--- config.mk ---
export PLATFORM = sky130hd
export DESIGN_NAME = fhs_regs
export DESIGN_NICKNAME = d
export VERILOG_FILES = /design/src/logic/fhs_pkg.sv /design/src/logic/fhs_regs.sv
export SDC_FILE = /design/constraint.sdc
export NUM_CORES = 1
export LEC_CHECK = 0
export ABC_AREA = 1
export BUFFER_PORTS_ARGS = -buffer_cell sky130_fd_sc_hd__buf_2
export CORE_ASPECT_RATIO = 2
export CORE_MARGIN = 1.5
export CORE_UTILIZATION = 40
export CTS_BUF_LIST = sky130_fd_sc_hd__clkbuf_8
export CTS_CLUSTER_DIAMETER = 60
export DETAILED_ROUTE_END_ITERATION = 7
export PLACE_DENSITY = 0.67
export RECOVER_POWER = 50
export SYNTH_ARGS = -nofsm -noshare
export SYNTH_HDL_FRONTEND = slang
export SYNTH_SLANG_ARGS = --single-unit
--- constraint.sdc ---
create_clock -name clk_sys_in -period 1.55 [get_ports clk_sys_in]
set_input_delay 0.155 -clock clk_sys_in [delete_from_list [all_inputs] [get_ports clk_sys_in]]
set_output_delay 0.155 -clock clk_sys_in [all_outputs]
set_load 0.02 [all_outputs]
--- src/logic/fhs_pkg.sv ---
// Package: offsets, field positions, reset values and carrier types for the floppy host register front end
package fhs_pkg;
  // ----------------------------------------------------------------
  // Register offsets (byte locations from the controller base)
  // ----------------------------------------------------------------
  localparam logic [2:0] OFF_HOST_STATUS_A   = 3'h0;
  localparam logic [2:0] OFF_HOST_STATUS_B   = 3'h1;
  localparam logic [2:0] OFF_DRIVE_OUTPUT    = 3'h2;
  localparam logic [2:0] OFF_TAPE_ASSIGN     = 3'h3;
  localparam logic [2:0] OFF_MAIN_STATUS     = 3'h4;
  localparam logic [2:0] OFF_DATA_FIFO       = 3'h5;
  localparam logic [2:0] OFF_RESERVED_GAP    = 3'h6;
  localparam logic [2:0] OFF_INPUT_STATUS    = 3'h7;

  // ----------------------------------------------------------------
  // Drive output control field positions
  // ----------------------------------------------------------------
  localparam int DOC_DSEL_LSB  = 0;
  localparam int DOC_SRST_BIT  = 2;
  localparam int DOC_DMA_IRQ_ENABLE_BIT = 3;
  localparam int DOC_MOTOR_LSB = 4;

  // ----------------------------------------------------------------
  // Reset values
  // ----------------------------------------------------------------
  localparam logic [7:0] DOC_RESET_VAL  = 8'h00;
  localparam logic [7:0] RATE_RESET_VAL = 8'h02;
  localparam logic [7:0] CFG_RESET_VAL  = 8'h02;
  localparam logic [7:0] TAPE_RESET_VAL = 8'h00;
  localparam logic [7:0] TAPE_RD_MASK   = 8'h03;

  // ----------------------------------------------------------------
  // Timing: least software reset length
  // ----------------------------------------------------------------
  localparam int CLK_PERIOD_NS   = 10;
  localparam int SRST_MIN_NS     = 100;
  localparam int SRST_MIN_CYCLES = (SRST_MIN_NS + CLK_PERIOD_NS - 1) / CLK_PERIOD_NS;

  // ----------------------------------------------------------------
  // Types
  // ----------------------------------------------------------------
  typedef enum logic [1:0] {
    FHS_MODE_BASIC     = 2'b00,
    FHS_MODE_ENHANCED  = 2'b01,
    FHS_MODE_ALTERNATE = 2'b10
  } fhs_mode_e;

  // Drive interface level inputs
  typedef struct packed {
    logic second_drive_present_n;
    logic track_zero_n;
    logic index_pulse_n;
    logic write_protect_n;
    logic read_data_n;
  } fhs_drv_in_s;

  // Signals from the controller core
  typedef struct packed {
    logic irq_pending;
    logic dma_req;
    logic step;
    logic head_side;
    logic step_inward;
    logic write_gate;
    logic write_data_n;
  } fhs_core_in_s;

  // Drive select and motor outputs
  typedef struct packed {
    logic [3:0] motor_on_n;
    logic       drive_select0_n;
    logic       drive_select1_n;
  } fhs_drv_out_s;
endpackage

--- src/logic/fhs_regs.sv ---
// Module: host register front end of the floppy controller (decode, status A/B, drive output control)
// Functional notes
// - Decode offsets zero to seven, six reserved
// - Offset four/seven: status read, rate/config write
// - Basic mode: status A/B reads leave bus undriven
// - Enhanced status A layout, listed bits reset zero
// - Direction, head side, write protect polarities
// - Alternate status A layout and reset values
// - Step latch sets on step, clears on input read/resets
// - Enhanced status B layout with toggles, motors
// - Inactive data edges invert toggle bits
// - Status B motor/select bits survive software reset
// - Alternate status B layout and reset values
// - Alternate latches set on edges, clear on input read
// - Drive output control field layout, reset zero
// - Output control writable anytime, kept on soft reset
// - Binary drive select decode, one drive only
// - Bit two low holds controller reset
// - Back-to-back clear/set writes are valid reset
// - DMA enable gates requests except enhanced mode
// - Set motor bit asserts active-low motor output
module fhs_regs (
  // Clock and reset
  input  wire logic                 clk_sys_in,
  input  wire logic                 sys_rst_in,
  // Compatibility mode
  input  wire fhs_pkg::fhs_mode_e   mode_in,
  // Host I/O access
  input  wire logic                 io_sel_in,
  input  wire logic                 io_rd_in,
  input  wire logic                 io_wr_in,
  input  wire logic [2:0]           io_addr_in,
  input  wire logic [7:0]           io_wdata_in,
  output logic      [7:0]           io_rdata_out,
  output logic                      io_rdata_oe_out,
  // Controller core side
  input  wire fhs_pkg::fhs_core_in_s core_in,
  input  wire logic [7:0]           core_main_status_in,
  input  wire logic [7:0]           core_fifo_rdata_in,
  input  wire logic [7:0]           core_input_status_in,
  output logic                      core_fifo_rd_out,
  output logic                      core_fifo_wr_out,
  output logic      [7:0]           core_wdata_out,
  output logic                      core_soft_reset_out,
  output logic      [7:0]           rate_select_out,
  output logic      [7:0]           config_control_out,
  output logic      [1:0]           tape_assign_out,
  output logic                      dma_req_out,
  output logic                      irq_out,
  // Drive interface
  input  wire fhs_pkg::fhs_drv_in_s drv_in,
  output fhs_pkg::fhs_drv_out_s     drv_out
);

  // ----------------------------------------------------------------
  // Access decode
  // ----------------------------------------------------------------
  logic rd_stb;  // Host read strobe
  logic wr_stb;  // Host write strobe
  logic rd_input;  // Read of input status register
  assign rd_stb   = io_sel_in & io_rd_in;
  assign wr_stb   = io_sel_in & io_wr_in;
  assign rd_input = rd_stb & (io_addr_in == fhs_pkg::OFF_INPUT_STATUS);

  // Core strobes are combinational handshakes
  assign core_fifo_rd_out = rd_stb & (io_addr_in == fhs_pkg::OFF_DATA_FIFO);
  assign core_fifo_wr_out = wr_stb & (io_addr_in == fhs_pkg::OFF_DATA_FIFO);
  assign core_wdata_out   = io_wdata_in;

  // ----------------------------------------------------------------
  // Write-side registers
  // ----------------------------------------------------------------
  logic [7:0] doc_ff;       // Drive output control
  logic [7:0] nxt_doc;
  logic [7:0] rate_ff;      // Data rate select
  logic [7:0] nxt_rate;
  logic [7:0] cfg_ff;       // Configuration control
  logic [7:0] nxt_cfg;
  logic [1:0] tape_ff;      // Tape drive assignment
  logic [1:0] nxt_tape;

  // Next values of write-side registers
  always_comb begin
    nxt_doc  = doc_ff;
    nxt_rate = rate_ff;
    nxt_cfg  = cfg_ff;
    nxt_tape = tape_ff;
    if (wr_stb) begin
      if (io_addr_in == fhs_pkg::OFF_DRIVE_OUTPUT) begin
        nxt_doc = io_wdata_in;
      end else if (io_addr_in == fhs_pkg::OFF_TAPE_ASSIGN) begin
        nxt_tape = io_wdata_in[1:0];
      end else if (io_addr_in == fhs_pkg::OFF_MAIN_STATUS) begin
        nxt_rate = io_wdata_in;
      end else if (io_addr_in == fhs_pkg::OFF_INPUT_STATUS) begin
        nxt_cfg = io_wdata_in;
      end
      // Offset six and the read-only slots ignore writes
    end
  end

  // Only hardware reset touches these; soft reset leaves them alone
  always_ff @(posedge clk_sys_in) begin
    if (sys_rst_in) begin
      doc_ff  <= fhs_pkg::DOC_RESET_VAL;
      rate_ff <= fhs_pkg::RATE_RESET_VAL;
      cfg_ff  <= fhs_pkg::CFG_RESET_VAL;
      tape_ff <= fhs_pkg::TAPE_RESET_VAL[1:0];
    end else begin
      doc_ff  <= nxt_doc;
      rate_ff <= nxt_rate;
      cfg_ff  <= nxt_cfg;
      tape_ff <= nxt_tape;
    end
  end

  assign rate_select_out    = rate_ff;
  assign config_control_out = cfg_ff;
  assign tape_assign_out    = tape_ff;

  // ----------------------------------------------------------------
  // Software reset
  // ----------------------------------------------------------------
  // Stretched to a minimum length so a clear-then-set pair of writes
  // still gives the core a full-width reset pulse
  localparam int SRST_CW = $clog2(fhs_pkg::SRST_MIN_CYCLES + 1);
  localparam logic [SRST_CW-1:0] SRST_LOAD = SRST_CW'(fhs_pkg::SRST_MIN_CYCLES);
  logic [SRST_CW-1:0] srst_cnt_ff;  // Remaining stretch cycles
  logic [SRST_CW-1:0] nxt_srst_cnt;

  // Reload while the bit is low, then count down
  always_comb begin
    nxt_srst_cnt = srst_cnt_ff;
    if (!doc_ff[fhs_pkg::DOC_SRST_BIT]) begin
      nxt_srst_cnt = SRST_LOAD;
    end else if (srst_cnt_ff != '0) begin
      nxt_srst_cnt = srst_cnt_ff - SRST_CW'(1);
    end
  end

  // Stretch counter register
  always_ff @(posedge clk_sys_in) begin
    if (sys_rst_in) begin
      srst_cnt_ff <= '0;
    end else begin
      srst_cnt_ff <= nxt_srst_cnt;
    end
  end

  logic soft_rst;  // Controller reset from software
  assign soft_rst = ~doc_ff[fhs_pkg::DOC_SRST_BIT] | (srst_cnt_ff != '0);
  assign core_soft_reset_out = soft_rst;

  // ----------------------------------------------------------------
  // Drive outputs
  // ----------------------------------------------------------------
  // A drive counts as selected only while its code is set and its motor bit is on,
  // so a cleared register after reset selects no drive at all
  function automatic logic drive_on(logic [7:0] doc, logic [1:0] code);
    return (doc[fhs_pkg::DOC_DSEL_LSB +: 2] == code) & doc[fhs_pkg::DOC_MOTOR_LSB + code];
  endfunction

  // Drive outputs registered to keep them glitch free
  fhs_pkg::fhs_drv_out_s drv_ff;
  fhs_pkg::fhs_drv_out_s nxt_drv;

  // Binary decode: code 0 or 1 only, others select none
  always_comb begin
    nxt_drv.motor_on_n      = ~nxt_doc[fhs_pkg::DOC_MOTOR_LSB +: 4];
    nxt_drv.drive_select0_n = ~drive_on(nxt_doc, 2'h0);
    nxt_drv.drive_select1_n = ~drive_on(nxt_doc, 2'h1);
  end

  // Drive output register
  always_ff @(posedge clk_sys_in) begin
    if (sys_rst_in) begin
      drv_ff <= '{motor_on_n: 4'hF, drive_select0_n: 1'b1, drive_select1_n: 1'b1};
    end else begin
      drv_ff <= nxt_drv;
    end
  end
  assign drv_out = drv_ff;

  // DMA and interrupt gating, open in enhanced mode
  logic dma_gate;
  assign dma_gate    = (mode_in == fhs_pkg::FHS_MODE_ENHANCED) | doc_ff[fhs_pkg::DOC_DMA_IRQ_ENABLE_BIT];
  assign dma_req_out = core_in.dma_req & dma_gate;
  assign irq_out     = core_in.irq_pending & dma_gate;

  // ----------------------------------------------------------------
  // Edge detection and latches
  // ----------------------------------------------------------------
  logic step_d_ff;   // Previous step level
  logic write_gate_d_ff;  // Previous write gate level
  logic rdat_d_ff;   // Previous read data (active low)
  logic wdat_d_ff;   // Previous write data (active low)
  logic step_lat_ff, nxt_step_lat;
  logic wg_lat_ff,   nxt_wg_lat;
  logic rd_lat_ff,   nxt_rd_lat;
  logic wd_lat_ff,   nxt_wd_lat;
  logic rd_tog_ff,   nxt_rd_tog;
  logic wd_tog_ff,   nxt_wd_tog;
  logic rd_inact, wd_inact, step_act, wg_act;

  // Inactive edge of an active-low pulse is its rising edge
  assign rd_inact = drv_in.read_data_n & ~rdat_d_ff;
  assign wd_inact = core_in.write_data_n & ~wdat_d_ff;
  assign step_act = core_in.step & ~step_d_ff;
  assign wg_act   = core_in.write_gate & ~write_gate_d_ff;

  // Set wins over clear so no edge is lost in a clearing read
  always_comb begin
    nxt_step_lat = (step_lat_ff & ~rd_input & ~soft_rst) | step_act;
    nxt_wg_lat   = (wg_lat_ff & ~rd_input) | wg_act;
    nxt_rd_lat   = (rd_lat_ff & ~rd_input) | rd_inact;
    nxt_wd_lat   = (wd_lat_ff & ~rd_input) | wd_inact;
    nxt_rd_tog   = rd_tog_ff ^ rd_inact;
    nxt_wd_tog   = wd_tog_ff ^ wd_inact;
  end

  // Latch and edge history registers
  always_ff @(posedge clk_sys_in) begin
    if (sys_rst_in) begin
      // History follows the pins under reset: no false edge at release
      step_d_ff   <= core_in.step;
      write_gate_d_ff  <= core_in.write_gate;
      rdat_d_ff   <= drv_in.read_data_n;
      wdat_d_ff   <= core_in.write_data_n;
      step_lat_ff <= 1'b0;
      wg_lat_ff   <= 1'b0;
      rd_lat_ff   <= 1'b0;
      wd_lat_ff   <= 1'b0;
      rd_tog_ff   <= 1'b0;
      wd_tog_ff   <= 1'b0;
    end else begin
      step_d_ff   <= core_in.step;
      write_gate_d_ff  <= core_in.write_gate;
      rdat_d_ff   <= drv_in.read_data_n;
      wdat_d_ff   <= core_in.write_data_n;
      step_lat_ff <= nxt_step_lat;
      wg_lat_ff   <= nxt_wg_lat;
      rd_lat_ff   <= nxt_rd_lat;
      wd_lat_ff   <= nxt_wd_lat;
      rd_tog_ff   <= nxt_rd_tog;
      wd_tog_ff   <= nxt_wd_tog;
    end
  end

  // ----------------------------------------------------------------
  // Status layouts
  // ----------------------------------------------------------------
  logic [7:0] stat_a, stat_b;
  logic [3:0] ds_n;  // Active-low select status of four drives

  // Status A/B per mode; core inputs pass through unmasked
  always_comb begin
    for (int i = 0; i < 4; i++) begin
      ds_n[i] = ~drive_on(doc_ff, 2'(i));
    end
    if (mode_in == fhs_pkg::FHS_MODE_ALTERNATE) begin
      stat_a = {core_in.irq_pending, core_in.dma_req, step_lat_ff,
                ~drv_in.track_zero_n, ~core_in.head_side, ~drv_in.index_pulse_n,
                ~drv_in.write_protect_n, ~core_in.step_inward};
      stat_b = {drv_in.second_drive_present_n, ds_n[1], ds_n[0],
                wd_lat_ff, rd_lat_ff, wg_lat_ff, ds_n[3], ds_n[2]};
    end else begin
      stat_a = {core_in.irq_pending, drv_in.second_drive_present_n, core_in.step,
                drv_in.track_zero_n, core_in.head_side, drv_in.index_pulse_n,
                drv_in.write_protect_n, core_in.step_inward};
      stat_b = {2'b11, doc_ff[0], wd_tog_ff, rd_tog_ff,
                core_in.write_gate, doc_ff[5], doc_ff[4]};
    end
  end

  // ----------------------------------------------------------------
  // Read data
  // ----------------------------------------------------------------
  logic [7:0] rdata_ff, nxt_rdata;
  logic       oe_ff, nxt_oe;

  // Read decode; unmapped slot drives zero
  always_comb begin
    nxt_rdata = 8'h00;
    nxt_oe    = rd_stb;
    if (io_addr_in == fhs_pkg::OFF_HOST_STATUS_A) begin
      nxt_rdata = stat_a;
      nxt_oe    = rd_stb & (mode_in != fhs_pkg::FHS_MODE_BASIC);
    end else if (io_addr_in == fhs_pkg::OFF_HOST_STATUS_B) begin
      nxt_rdata = stat_b;
      nxt_oe    = rd_stb & (mode_in != fhs_pkg::FHS_MODE_BASIC);
    end else if (io_addr_in == fhs_pkg::OFF_DRIVE_OUTPUT) begin
      nxt_rdata = doc_ff;
    end else if (io_addr_in == fhs_pkg::OFF_TAPE_ASSIGN) begin
      nxt_rdata = {6'h00, tape_ff} & fhs_pkg::TAPE_RD_MASK;
    end else if (io_addr_in == fhs_pkg::OFF_MAIN_STATUS) begin
      nxt_rdata = core_main_status_in;
    end else if (io_addr_in == fhs_pkg::OFF_DATA_FIFO) begin
      nxt_rdata = core_fifo_rdata_in;
    end else if (io_addr_in == fhs_pkg::OFF_INPUT_STATUS) begin
      nxt_rdata = core_input_status_in;
    end else begin
      nxt_rdata = 8'h00;
    end
  end

  // Read data register, one cycle after the strobe
  always_ff @(posedge clk_sys_in) begin
    if (sys_rst_in) begin
      rdata_ff <= 8'h00;
      oe_ff    <= 1'b0;
    end else begin
      rdata_ff <= nxt_rdata;
      oe_ff    <= nxt_oe;
    end
  end
  assign io_rdata_out    = rdata_ff;
  assign io_rdata_oe_out = oe_ff;
endmodule

==> metrics <==
status=completed; Fmax achieved=708 MHz; total length of routed wires=6950 µm; Pleak=1.52 nW; Hold WC Path Type=input pin to register; Tcrit/Tclk final=91.1%; pin count of the biggest net entering global routing=20; Worst path depth=5; dominant cell type by area after synthesis=dfxtp_1; CP Capture Type=primary output; Adder-Cell Fraction of Synth Area=0%; final-stage net count=515; initial DRC count=148; dominant delay contributor by cell family on the critical path=simple AND/OR/NAND/NOR gates; CTS tree=done; Setup crit start kind=register; CTS resizes=0; critical-path cell list=nor2_1 > nand2_1 > nor2_1 > nand2_1 > buf_2; Rows=41; Worst path max stage delay=0.33 ns; TritonRoute pass-1 iters=4; total I/O pin count=100; Synth top area share=42.1%; Clock Tree Buf Depth=2; post-route ant nets=0; synth-to-layout area growth=21.7%; Hold Slack=0.121 ns; total grt overflow=0; Register Area=0.00110 mm²; # clock sinks=55; crit path DAT=1.26 ns; root buffer cell=clkbuf_8; IO buf count=99; vias per std cell=4.81; max cap viols=0; antenna fix cells=0; dominant synthesized flop cell=dfxtp_1; top-count cell post-synth=nand2_1; dpl hpwl=5540 µm; ratio of cells with drive above 1 in the final layout=20.8%; final estimated routing congestion in global placement=0.798; Avg WL per Cell=12.7 µm; pwr dens=843 mW/mm²; Initial Utilization=41.4%; All-Layer GR Usage=20.7%; Worst-Skew Late Latency=0.31 ns; mux contribution to synthesized area=0%; Max IR drop VDD=591 µV; depth of the worst hold-timing path=3; TritonCTS Buffers=5; Synth Area in Compound Gates=10.7%; simple-gate share of the synthesized area=34.7%; Die Y=117 µm; DR vias=2,637; Yosys Warn Count=0; Crit Path Class=register to primary output; H-tree depth=2; library cells used by synthesis=30; die area=0.00706 mm²; final setup fails=0; Req. time, crit path=1.39 ns; clk slew on worst S/H paths=0.10 ns; Die Wd=60.2 µm; Hold Buf Count CTS=4; Seq cells post-synth=55; Buf/Inv on CP=1; Post-Synthesis Cells=365; first-pass GRT wire length=11,300 µm; multi-input logic area=0.00118 mm²; Final Max Slew Viols=0; Least-Margin Pin Slew=0.386 ns; # Post-CTS Setup Buffers=0; critical path peak fanout=4; Filler cells=676; syn avg cell area=7.16 µm²; Seq/Total Area, Yosys=42.1%; Async SR Flop Fraction=0%; setup TNS=0 ns; fin crit period=1.41 ns; reg2reg path depth=4; Crit-path slowest cell=dfxtp_1; number of synthesized flops with an enable pin=0; core area=0.00631 mm²; skew final=0.00806 ns; largest family of logic cells by synthesized area=simple AND/OR/NAND/NOR gates; Post-Synth XOR/XNOR Area=1.01%; synthesized area=0.00261 mm²; most frequent cells after synthesis=nand2_1, nor2_1, dfxtp_1, inv_1, nand4_1; Hold Fails Final Rpt=0; Mapped Nets=419; drt drc=0; synth top area cells=dfxtp_1, nand2_1, nor2_1; initial antenna violation count=0; vias in the first global route=2,510; RSZ-0062 raised after global routing=no; Max-Slew Margin vs Limit=74.3%
[through the flow]
stage / setup WS (ns) / util, % / area [µm²] / total power, W / cells
floorplan: 0.306 / - / 2610 / 0.00180 / 365
global placement: 0.190 / 49.6 / 3130 / 0.00196 / 536
detailed placement: 0.149 / 49.6 / 3130 / 0.00196 / 536
CTS: 0.125 / 51.6 / 3260 / 0.00272 / 548
global route: 0.0181 / 50.4 / 3180 / 0.00281 / 548
finish: 0.138 / 50.4 / 3180 / 0.00268 / 548
[cell families (layout without fill, tap and decap cells)]
| kind of cell | count (synthesis) | in the layout |
|---|---|---|
| flip-flops | 55 | 55 |
| buffers and inverters | 64 | 161 |
| AO/OA/AOI/OAI | 52 | 52 |
| AND/OR/NAND/NOR | 191 | 191 |
| XOR/XNOR | 3 | 3 |
[path summary, 6_finish.rpt]
check | start | endpoint | slack, ns
max reg2reg | srst_cnt_ff[1] | srst_cnt_ff[2] | 0.56
max | srst_cnt_ff[1] | core_soft_reset_out | 0.14
min | io_wdata_in[6] | rate_select_out[6] | 0.12
min reg2reg | srst_cnt_ff[0] | srst_cnt_ff[0] | 0.46
[final cells by class]
class,count,area share (%)
multi-input combinational,246,37.3
clock buffer,5,2.16
timing repair buffer,110,17.0
sequential,55,34.6
tap,86,3.38
inverter,43,5.07
clock inverter,3,0.511
[flip-flops by register name, summed over array words and instances (netlist names), 2 cells and up]
name	count
config_control_out	8
doc_ff	8
drv_out	6
io_rdata_out	8
rate_select_out	8
srst_cnt_ff	4
tape_assign_out	2
[per-layer routing]
layer | GRT usage, % | share of wire, %
met5 | 0 | 0
met3 | 3.42 | 5.0
met1 | 22.4 | 38
met4 | 10.0 | 3.8
met2 | 36.7 | 53
[cells in the final DEF, fill, tap and decap left out, drive strengths merged]
master	n
clkinv	2
o211ai	6
o21ai	25
dlygate4sd3	4
clkinvlp	1
a31oi	1
xnor2	3
inv	43
nor2	62
nor3	4
or2	3
nand4	23
dfxtp	55
clkbuf	42
nand3	18
a21oi	19
nand3b	1
nand2	80
buf	69
a311oi	1
[where the power goes]
part,internal (W),total (W),switching (W)
clock network,0.000310,0.000767,0.000457
registers,0.00146,0.00149,0.0000220
logic,0.000154,0.000430,0.000276
[worst register-to-register path: stages, from the launching register on]
cell and delay [ns]:
dfxtp_1 0.33, nor2_1 0.13, nand2_1 0.11, o211ai_1 0.23, a21oi_1 0.08
No activity file was read; power rests on OpenSTA's default activity.
